File: config.mk
export PLATFORM = sky130hd
export DESIGN_NAME = ppamux_top
export DESIGN_NICKNAME = d
export VERILOG_FILES = /design/src/rtl/ppamux_top.v
export VERILOG_INCLUDE_DIRS = /design/src /design/src/inc
export SDC_FILE = /design/constraint.sdc
export NUM_CORES = 1
export LEC_CHECK = 0
export ABC_CLOCK_PERIOD_IN_PS = 800
export BUFFER_PORTS_ARGS = -buffer_cell sky130_fd_sc_hd__clkbuf_2
export CORE_UTILIZATION = 43
export DETAILED_ROUTE_END_ITERATION = 8
export GPL_TIMING_DRIVEN = 0
export PLACE_DENSITY = 0.77
export SYNTH_ARGS = -nofsm -noshare
export SYNTH_HDL_FRONTEND = slang
export SYNTH_SLANG_ARGS = --single-unit
File: constraint.sdc
create_clock -name clk -period 0.8 [get_ports clk]
set_clock_uncertainty 0.1 [all_clocks]
set_input_delay 0.16 -clock clk [delete_from_list [all_inputs] [get_ports clk]]
set_output_delay 0.16 -clock clk [all_outputs]
set_load 0.005 [all_outputs]
File: src/inc/ppamux_map.vh
// pin positions, port widths and reset values for the port pin mux
`ifndef PPAMUX_MAP_VH
`define PPAMUX_MAP_VH

// ----------------------------------------
// port widths
// ----------------------------------------
`define PPAMUX_PORTB_W 6
`define PPAMUX_PORTD_W 8

// ----------------------------------------
// port b alternate pin positions
// ----------------------------------------
`define PPAMUX_PB_SCK 5
`define PPAMUX_PB_MISO 4
`define PPAMUX_PB_MOSI 3
`define PPAMUX_PB_SEL 2
`define PPAMUX_PB_CMP 1
`define PPAMUX_PB_CAP 0

// ----------------------------------------
// port d alternate pin positions
// ----------------------------------------
`define PPAMUX_PD_CNEG 7
`define PPAMUX_PD_CPOS 6
`define PPAMUX_PD_CNT1 5
`define PPAMUX_PD_CNT0 4
`define PPAMUX_PD_IRQ1 3
`define PPAMUX_PD_IRQ0 2
`define PPAMUX_PD_TXD 1
`define PPAMUX_PD_RXD 0

// ----------------------------------------
// reset values
// ----------------------------------------
`define PPAMUX_PORTB_RST 6'h00
`define PPAMUX_PORTD_RST 8'h00
`define PPAMUX_BIT_RST 1'h0
`define PPAMUX_SEL_RST 1'h1

`endif

File: src/rtl/ppamux_top.v
// direction, pull-up and alternate function mux for port b and port d pins
//
// Overview of operation
// spi master forces miso pin input; as slave its direction bit decides
// a pin forced to input still takes its pull-up from its value bit
// spi slave forces mosi pin input; as master its direction bit decides
// spi slave forces select pin input; as master its direction bit decides
// spi slave is active only while select pin is low; master drives it
// timer-1 compare output reaches port b bit 1 only when set as output
// port b bit 0 is capture source, valid only when set as input
// port d: dir 0 val 0 hi-z, dir 0 val 1 pull-up, dir 1 drives value
// port d bit 7 is comparator negative, valid when input without pull-up
// port d bit 6 is comparator positive, valid when input without pull-up
// power-down cuts the digital input path of both comparator pins
// uart transmitter enabled forces port d bit 1 output with transmit data
// uart receiver enabled forces port d bit 0 input feeding the receiver
// forced receive pin gets pull-up when its value bit is one
// port d bit 3 feeds external interrupt one, bit 2 interrupt zero
// port d bit 5 counts timer 1, port d bit 4 counts timer 0
// every pin input is synchronised to the clock before use
// spi slave forces clock pin input; as master its direction bit decides
// port b: dir 0 val 0 hi-z, dir 0 val 1 pull-up, dir 1 drives value
// all pins tri-state at once when reset asserts, clock or not
// without override, software bits rule; overrides win when they apply
`timescale 1ns/100ps
`include "ppamux_map.vh"

module ppamux_top (
  // ----------------------------------------
  // clock and reset
  // ----------------------------------------
  input wire clk,
  input wire rstn,
  // ----------------------------------------
  // software direction and value bits
  // ----------------------------------------
  input wire [5:0] portb_dir_bit,
  input wire [5:0] portb_value_bit,
  input wire [7:0] portd_dir_bit,
  input wire [7:0] portd_value_bit,
  // ----------------------------------------
  // peripheral roles and drive data
  // ----------------------------------------
  input wire spi_enable,
  input wire spi_master,
  input wire spi_sck_drive,
  input wire spi_mosi_drive,
  input wire spi_miso_drive,
  input wire compare_match_enable,
  input wire compare_match_out,
  input wire uart_tx_enable,
  input wire uart_tx_data,
  input wire uart_rx_enable,
  input wire power_down,
  // ----------------------------------------
  // pin levels
  // ----------------------------------------
  input wire [5:0] portb_pin_in,
  input wire [7:0] portd_pin_in,
  // ----------------------------------------
  // pin drive
  // ----------------------------------------
  output reg [5:0] portb_pin_out,
  output reg [5:0] portb_pin_oe,
  output reg [5:0] portb_pullup,
  output reg [7:0] portd_pin_out,
  output reg [7:0] portd_pin_oe,
  output reg [7:0] portd_pullup,
  // ----------------------------------------
  // synchronised pin levels
  // ----------------------------------------
  output wire [5:0] portb_sync_in,
  output wire [7:0] portd_sync_in,
  // ----------------------------------------
  // alternate function inputs
  // ----------------------------------------
  output reg spi_sck_in,
  output reg spi_mosi_in,
  output reg spi_miso_in,
  output reg spi_slave_active,
  output reg capture_in,
  output reg capture_valid,
  output reg comparator_neg_valid,
  output reg comparator_pos_valid,
  output reg counter1_ext_source,
  output reg counter0_ext_source,
  output reg ext_irq_one,
  output reg ext_irq_zero,
  output reg uart_rx_data
);

  // ----------------------------------------
  // helpers
  // ----------------------------------------
  // pull-up is on only for an input pin whose value bit is one
  function pull_on;
    input oe;
    input val;
    begin
      pull_on = ~oe & val;
    end
  endfunction

  // comparator pin is usable only as an input without pull-up
  function analog_ok;
    input dir;
    input val;
    begin
      analog_ok = ~dir & ~val;
    end
  endfunction

  // ----------------------------------------
  // role decode
  // ----------------------------------------
  wire spi_is_master;
  wire spi_is_slave;
  wire pb_cmp_drive;
  assign spi_is_master = spi_enable & spi_master;
  assign spi_is_slave = spi_enable & ~spi_master;
  // compare output only when the pin is already an output
  assign pb_cmp_drive = compare_match_enable & portb_dir_bit[`PPAMUX_PB_CMP];

  // ----------------------------------------
  // port b direction, value and pull-up
  // ----------------------------------------
  reg [5:0] pb_oe_next;
  reg [5:0] pb_out_next;
  reg [5:0] pb_pull_next;
  integer ib;

  always @* begin
    pb_oe_next = portb_dir_bit;
    pb_out_next = portb_value_bit;
    // serial clock: slave forces input, master output carries the clock
    if (spi_is_slave) begin
      pb_oe_next[`PPAMUX_PB_SCK] = 1'b0;
    end else if (spi_is_master) begin
      pb_out_next[`PPAMUX_PB_SCK] = spi_sck_drive;
    end
    // master-in pin: master forces input, slave follows direction bit
    if (spi_is_master) begin
      pb_oe_next[`PPAMUX_PB_MISO] = 1'b0;
    end else if (spi_is_slave) begin
      pb_out_next[`PPAMUX_PB_MISO] = spi_miso_drive;
    end
    // master-out pin: slave forces input, master follows direction bit
    if (spi_is_slave) begin
      pb_oe_next[`PPAMUX_PB_MOSI] = 1'b0;
    end else if (spi_is_master) begin
      pb_out_next[`PPAMUX_PB_MOSI] = spi_mosi_drive;
    end
    // select pin: slave forces input; master keeps plain port use
    if (spi_is_slave) begin
      pb_oe_next[`PPAMUX_PB_SEL] = 1'b0;
    end
    if (pb_cmp_drive) begin
      pb_out_next[`PPAMUX_PB_CMP] = compare_match_out;
    end
    for (ib = 0; ib < `PPAMUX_PORTB_W; ib = ib + 1) begin
      // forced inputs keep value-bit control of the pull-up
      pb_pull_next[ib] = pull_on(pb_oe_next[ib], portb_value_bit[ib]);
    end
  end

  // ----------------------------------------
  // port d direction, value and pull-up
  // ----------------------------------------
  reg [7:0] pd_oe_next;
  reg [7:0] pd_out_next;
  reg [7:0] pd_pull_next;
  integer id;

  always @* begin
    pd_oe_next = portd_dir_bit;
    pd_out_next = portd_value_bit;
    if (uart_tx_enable) begin
      pd_oe_next[`PPAMUX_PD_TXD] = 1'b1;
      pd_out_next[`PPAMUX_PD_TXD] = uart_tx_data;
    end
    if (uart_rx_enable) begin
      pd_oe_next[`PPAMUX_PD_RXD] = 1'b0;
    end
    for (id = 0; id < `PPAMUX_PORTD_W; id = id + 1) begin
      // receive pin forced to input still honours its value bit
      pd_pull_next[id] = pull_on(pd_oe_next[id], portd_value_bit[id]);
    end
  end

  // ----------------------------------------
  // pin drive registers
  // ----------------------------------------
  // async clear releases every pin even with the clock stopped
  always @(posedge clk or negedge rstn) begin
    if (!rstn) begin
      portb_pin_oe <= `PPAMUX_PORTB_RST;
      portb_pin_out <= `PPAMUX_PORTB_RST;
      portb_pullup <= `PPAMUX_PORTB_RST;
      portd_pin_oe <= `PPAMUX_PORTD_RST;
      portd_pin_out <= `PPAMUX_PORTD_RST;
      portd_pullup <= `PPAMUX_PORTD_RST;
    end else begin
      portb_pin_oe <= pb_oe_next;
      portb_pin_out <= pb_out_next;
      portb_pullup <= pb_pull_next;
      portd_pin_oe <= pd_oe_next;
      portd_pin_out <= pd_out_next;
      portd_pullup <= pd_pull_next;
    end
  end

  // ----------------------------------------
  // input synchronisers
  // ----------------------------------------
  // comparator pins are cut ahead of the first stage in power-down so a
  // mid-rail analog level never toggles digital logic
  wire [7:0] pd_pin_gated;
  genvar gg;
  generate
    for (gg = 0; gg < `PPAMUX_PORTD_W; gg = gg + 1) begin : g_pd_gate
      if (gg == `PPAMUX_PD_CNEG || gg == `PPAMUX_PD_CPOS) begin : g_cut
        assign pd_pin_gated[gg] = portd_pin_in[gg] & ~power_down;
      end else begin : g_pass
        assign pd_pin_gated[gg] = portd_pin_in[gg];
      end
    end
  endgenerate

  reg [5:0] pb_meta_reg;
  reg [5:0] pb_sync_reg;
  reg [7:0] pd_meta_reg;
  reg [7:0] pd_sync_reg;

  genvar gb;
  generate
    for (gb = 0; gb < `PPAMUX_PORTB_W; gb = gb + 1) begin : g_pb_sync
      always @(posedge clk or negedge rstn) begin
        if (!rstn) begin
          pb_meta_reg[gb] <= `PPAMUX_BIT_RST;
          pb_sync_reg[gb] <= `PPAMUX_BIT_RST;
        end else begin
          pb_meta_reg[gb] <= portb_pin_in[gb];
          pb_sync_reg[gb] <= pb_meta_reg[gb];
        end
      end
    end
  endgenerate

  genvar gd;
  generate
    for (gd = 0; gd < `PPAMUX_PORTD_W; gd = gd + 1) begin : g_pd_sync
      always @(posedge clk or negedge rstn) begin
        if (!rstn) begin
          pd_meta_reg[gd] <= `PPAMUX_BIT_RST;
          pd_sync_reg[gd] <= `PPAMUX_BIT_RST;
        end else begin
          pd_meta_reg[gd] <= pd_pin_gated[gd];
          pd_sync_reg[gd] <= pd_meta_reg[gd];
        end
      end
    end
  endgenerate

  assign portb_sync_in = pb_sync_reg;
  assign portd_sync_in = pd_sync_reg;

  // ----------------------------------------
  // alternate input routing
  // ----------------------------------------
  // receiver sees idle-high while disabled so it cannot false-start
  wire rx_pin_seen;
  assign rx_pin_seen = uart_rx_enable ? pd_sync_reg[`PPAMUX_PD_RXD] : 1'b1;

  // one extra stage keeps every alternate output straight from a flop;
  // the cost is one more cycle of input latency
  always @(posedge clk or negedge rstn) begin
    if (!rstn) begin
      spi_sck_in <= `PPAMUX_BIT_RST;
      spi_mosi_in <= `PPAMUX_BIT_RST;
      spi_miso_in <= `PPAMUX_BIT_RST;
      spi_slave_active <= `PPAMUX_BIT_RST;
      capture_in <= `PPAMUX_BIT_RST;
      capture_valid <= `PPAMUX_BIT_RST;
      comparator_neg_valid <= `PPAMUX_BIT_RST;
      comparator_pos_valid <= `PPAMUX_BIT_RST;
      counter1_ext_source <= `PPAMUX_BIT_RST;
      counter0_ext_source <= `PPAMUX_BIT_RST;
      ext_irq_one <= `PPAMUX_BIT_RST;
      ext_irq_zero <= `PPAMUX_BIT_RST;
      uart_rx_data <= `PPAMUX_SEL_RST;
    end else begin
      spi_sck_in <= pb_sync_reg[`PPAMUX_PB_SCK];
      spi_mosi_in <= pb_sync_reg[`PPAMUX_PB_MOSI];
      spi_miso_in <= pb_sync_reg[`PPAMUX_PB_MISO];
      // slave engine runs only while the external master holds select low
      spi_slave_active <= spi_is_slave & ~pb_sync_reg[`PPAMUX_PB_SEL];
      capture_in <= pb_sync_reg[`PPAMUX_PB_CAP];
      capture_valid <= ~portb_dir_bit[`PPAMUX_PB_CAP];
      comparator_neg_valid <= analog_ok(portd_dir_bit[`PPAMUX_PD_CNEG],
                                        portd_value_bit[`PPAMUX_PD_CNEG]);
      comparator_pos_valid <= analog_ok(portd_dir_bit[`PPAMUX_PD_CPOS],
                                        portd_value_bit[`PPAMUX_PD_CPOS]);
      counter1_ext_source <= pd_sync_reg[`PPAMUX_PD_CNT1];
      counter0_ext_source <= pd_sync_reg[`PPAMUX_PD_CNT0];
      ext_irq_one <= pd_sync_reg[`PPAMUX_PD_IRQ1];
      ext_irq_zero <= pd_sync_reg[`PPAMUX_PD_IRQ0];
      uart_rx_data <= rx_pin_seen;
    end
  end

endmodule

==> results of run 1 <==
-- through the flow --
step | TNS (ns) | utilization [%] | total power, uW | std cells | cell area [sq um]
after global routing | -22.76 | 70.3 | 8460 | 364 | 3640
after CTS | -20.99 | 71.4 | 8160 | 374 | 3690
after floorplan | -0.0145 | - | 4670 | 120 | 2330
after global placement | -99.85 | 58.7 | 5090 | 313 | 3040
after detailed placement | -0.646 | 59.3 | 5150 | 314 | 3070
final | -19.60 | 70.3 | 8070 | 364 | 3640
-- layer usage --
metal,track usage [%],part of all wire [%],up-vias
met5,0,0,-
met4,12.6,2.7,0
met2,34.7,54,79
met3,5.42,6.4,14
li1,-,-,711
met1,22.2,37,767
-- final cells by class --
type                            count  area (sq um)  share of cell area (%)
Clock buffer                       10           128                    3.51
Clock inverter                      6          65.1                    1.79
Inverter                            2          7.51                   0.206
Multi-Input combinational cell     35           253                    6.95
Sequential cell                    83          2080                    57.2
Tap cell                           70          87.6                    2.41
Timing Repair Buffer              158          1020                    28.0
-- logic make-up after synthesis --
kind of cell | Yosys count | synth area share [%]
AOI/OAI and AO/OA | 5 | 1.50
and+or+nand+nor | 26 | 6.70
buffers and inverters | 2 | 0.322
DFF | 83 | 89.1
muxes | 4 | 2.41
-- report_power, final --
part / switching, uW / leakage (uW) / total, uW / internal (uW)
Combinational: 306 / 0.000798 / 721 / 415
Clock: 1410 / 0.0000966 / 2860 / 1450
Sequential: 78.0 / 0.000994 / 4490 / 4420
-- worst min-delay path by stage --
stage	startpoint	to	slack (ns)	cells past startpoint
3_5_place_dp	rstn	portd_pin_out[1]$_DFF_PN0_	-0.04	1
2_1_floorplan	rstn	capture_in$_DFF_PN0_	-0.24	0
3_3_place_gp	portb_pin_in[0]	pb_meta_reg[0]$_DFF_PN0_	0.17	1
5_1_grt	rstn	capture_in$_DFF_PN0_	-0.42	1
6_report	rstn	pb_meta_reg[5]$_DFF_PN0_	-0.40	1
4_1_cts	rstn	portb_sync_in[4]$_DFF_PN0_	-0.41	1
-- Yosys cell counts, drive strengths merged --
library cell | count | area [sq um]
nand2b | 2 | 20.0
mux2 | 4 | 56.3
or2 | 1 | 6.26
nand2 | 3 | 13.8
dfstp | 1 | 26.3
nor2b | 12 | 75.1
inv | 2 | 7.51
dfrtp | 82 | 2050
nor2 | 4 | 15.0
a21boi | 4 | 30.0
and2 | 4 | 26.3
o21ai | 1 | 5.00
-- timing repair --
| action | CTS | global route |
|---|---|---|
| gates cloned | 0 | 0 |
| gates resized for setup | 0 | 8 |
| buffers inserted | 3 | 3 |
| endpoints found under the hold margin | 142 | 103 |
| pin swaps | 0 | 2 |
| endpoints found under the setup margin | 69 | 92 |
| hold buffers | 41 | 4 |
==> results.toml, run 1 <==
[floorplanning]
dieArea_sq_um = 5730
die_y_um = 75.7
core_area_sq_um = 5170
start_util_pct = 45.1
rows = 26
die_x_um = 75.7
ioPinCount = 124

[layout]
mostFrequentLayoutCells = "clkbuf_2, dfrtp_1, dlygate4sd3_1"
area.growth.synth_to_final_pct = 55.8
drive_gt1_share_pct = 50.3
final_common_cell = "clkbuf_2"
diodes = 0
layout.nets = 344
n_fill_cell = 355

[critical_path]
timing.rr.end = "counter1_ext_source$_DFF_PN0_"
cp_max_fo = 1
critPathCaptureType = "output port"
crit_buf_inv = 1
path_class = "register to output port"
endpoint = "uart_rx_data"
rrSetupSlack_ns = -0.05
reg2regPathDepth = 2
arrival_ns = 0.95
r2r-start = "portd_sync_in[5]$_DFF_PN0_"
required_ns = 0.54
slowest_stage = "dfstp_2"
cp_cell_sequence = "buf_6"
slowest_delay_ns = 0.53
critPathTopFamily = "flip-flops"
worst_setup_path_start_kind = "register"
crit_path_start = "uart_rx_data$_DFF_PN1_"
worst-path-stages = 1

[clock_network]
cts.htree.levels = 3
cts_root_buf = "clkbuf_8"
cts_tree = "done"
cts_sinks = 83
clkLatencyLatePin_ns = 0.34
cts.clk_slew.worst_paths_ns = 0.08
cts-buffers-inserted = 9
cts_buffer_depth = 2

[synthesis]
synthesis.nets = 175
yosysWarningCount = 0
synth_area_sq_um = 2330
synth.distinct_cells = 16
syn_area_per_cell_sq_um = 19.4
synth-seq-cells = 83
yosysSeqAreaShare_pct = 89.1
netlist_instances = 120

[placed_design]
post-dp-hpwl_um = 3360
gp_congestion = 0.675
post-place-ws_ns = -0.156
io_buffers = 123

[global_route]
antenna_found_initial = 0
grt_max_degree = 72
track_usage_pct = 20.1
grt_pass1_wl_um = 7930
grt-ovfl-total = 0
grt_pass1_vias = 1697

[power_and_ir_drop]
p_per_area_nw_per_um2 = 2220
cellLeakagePower_uw = 0.00189
vdd_drop_max_v = 0.00128

[timing]
tightest_slew_ns = 0.323
finalMaxSlewViolations = 0
finalHoldViolCount = 94
setup_slack_ns = -0.413
hold_slack_ns = -0.404
fmax_mhz = 824
layout_min_cycle_time_ns = 1.21
relSlewSlack_pct = 78.5
rsz0062_at_grt = "true"
setup_viol = 78
post-route-period-util_pct = 152

[routing]
wl_per_cell_um = 14.0
routed_wl_um = 5100
vias_per_cell = 4.32
vias = 1571
ant_nets = 0
first_iter_violations = 76
dr.pass1.iters = 4
drc = 0

[outcome]
status = "finished, violations left"
failed_checks = "negative hold slack, negative setup slack"

[run]
maxCapViolCount = 0

[worst_hold_path]
hold_class = "input port to async pin"
Power figures use the tool's default switching activity.
==> run 2: changes to the inputs <==
- CELL_PAD_IN_SITES_DETAIL_PLACEMENT: not set -> 1
- CELL_PAD_IN_SITES_GLOBAL_PLACEMENT: not set -> 2
- CORE_UTILIZATION: 43 -> 28
==> results.toml, run 2 (synthesis results as in run 1) <==
[outcome]
status = "finished, violations left"
failed_checks = "negative hold slack, negative setup slack"

[timing]
setup_slack_ns = -0.425
setup_viol = 78
layout_min_cycle_time_ns = 1.23
finalMaxSlewViolations = 0
finalHoldViolCount = 45
relSlewSlack_pct = 67.0
fmax_mhz = 816
tightest_slew_ns = 0.495
rsz0062_at_grt = "true"
tns_ns = -20.14
post-route-period-util_pct = 153
hold_slack_ns = -0.296

[global_route]
track_usage_pct = 14.4
grt-ovfl-total = 0
grt_pass1_vias = 1825
use_met3_pct = 5.85
grt_pass1_wl_um = 9090
grt_max_degree = 50
busiest_layer = "met2"
grtUsageMet2_pct = 24.5
grt_util_met1_pct = 16.0
antenna_found_initial = 0

[clock_network]
cts_tree = "done"
cts_sinks = 83
cts_buffer_depth = 2
clkLatencyLatePin_ns = 0.34
cts.htree.levels = 3
cts-buffers-inserted = 9
cts.clk_slew.worst_paths_ns = 0.09
cts_root_buf = "clkbuf_8"

[placed_design]
io_buffers = 123
post-place-ws_ns = -0.175
post-dp-hpwl_um = 3880
dp_cells = 346
gp_congestion = 0.649

[floorplanning]
rows = 32
start_util_pct = 29.6
die_y_um = 93.3
die_x_um = 93.3
dieArea_sq_um = 8700
ioPinCount = 124
core_area_sq_um = 7890

[layout]
final_cells = 397
n_fill_cell = 842
drive_gt1_share_pct = 49.5
fin_util_pct = 46.9
area.growth.synth_to_final_pct = 58.5
mostFrequentLayoutCells = "clkbuf_2, dfrtp_1, dlygate4sd3_1"
layout.nets = 345
diodes = 0
final_common_cell = "clkbuf_2"

[power_and_ir_drop]
combPwrFrac_pct = 9.0
p_sw_uw = 1880
p_per_area_nw_per_um2 = 2220
vdd_drop_max_v = 0.000990
power_frac_clock_pct = 36.3
swShare_pct = 23.0
internal_power_uw = 6310
seqPwrFrac_pct = 54.8
cellLeakagePower_uw = 0.00190

[critical_path]
cp_cell_sequence = "clkbuf_2"
r2r-start = "portb_sync_in[4]$_DFF_PN0_"
critPathTopFamily = "flip-flops"
cp_max_fo = 1
path_class = "register to output port"
rrSetupSlack_ns = -0.02
reg2regPathDepth = 2
timing.rr.end = "spi_miso_in$_DFF_PN0_"
worst_setup_path_start_kind = "register"
worst-path-stages = 1
required_ns = 0.54
slowest_delay_ns = 0.53
arrival_ns = 0.97
slowest_stage = "dfstp_2"
crit_buf_inv = 1
crit_path_start = "uart_rx_data$_DFF_PN1_"
critPathCaptureType = "output port"

[routing]
wl_per_cell_um = 14.7
drc = 0
dr.pass1.iters = 3
first_iter_violations = 13
ant_nets = 0
routed_wl_um = 5820
vias = 1603
vias_per_cell = 4.04

[run]
maxCapViolCount = 0

[worst_hold_path]
hold_class = "input port to async pin"
## run 2: worst max path at each step
stage                                 end  slack (ns)
2_1_floorplan  portb_pin_out[4]$_DFF_PN0_       -0.01
3_3_place_gp    portb_pin_oe[3]$_DFF_PN0_       -1.30
3_5_place_dp   portb_pin_out[4]$_DFF_PN0_       -0.18
4_1_cts                      uart_rx_data       -0.45
5_1_grt                      uart_rx_data       -0.47
6_report                     uart_rx_data       -0.43
## run 2: worst register-to-register path: cells and delay by family, from the launching register on
family	cells	cell delay [ns]
flops	1	0.39
buf+inv	2	0.24
## run 2: power groups by stage
stage,Combinational [uW],Sequential [uW],Clock [uW]
2_1_floorplan,86.9,4590,0
3_3_place_gp,557,4560,0
3_5_place_dp,588,4570,0
4_1_cts,749,4490,3080
5_1_grt,823,4510,3270
6_report,735,4490,2970
## run 2: what timing repair did
| action | 4_1_cts | 5_1_grt |
|---|---|---|
| hold buffers | 38 | 4 |
| buffers inserted | 2 | 2 |
| resized for setup | 0 | 6 |
| endpoints found under the setup margin | 69 | 81 |
| endpoints found under the hold margin | 93 | 49 |
## run 2: metal layers
metal  vias up  part of all wire (%)
met5         -                     0
met4         0                   1.6
met3         9                   9.2
met2        88                    52
met1       790                    38
li1        716                     -
## run 2: area by class of cell
type | count | area [sq um] | area share (%)
Tap cell | 102 | 128 | 3.45
Timing Repair Buffer | 159 | 1030 | 27.9
Inverter | 2 | 7.51 | 0.203
Sequential cell | 83 | 2080 | 56.2
Clock buffer | 10 | 128 | 3.45
Multi-Input combinational cell | 35 | 253 | 6.83
Clock inverter | 6 | 72.6 | 1.96
## run 2: through the flow
stage                     power [uW]  cell area [sq um]  hold slack (ns)
after CTS                       8320               3700           -0.292
after global placement          5120               3080            0.169
after global routing            8610               3700           -0.273
after detailed placement        5160               3110           0.0903
after floorplan                 4670               2330           -0.236
final                           8190               3700           -0.296
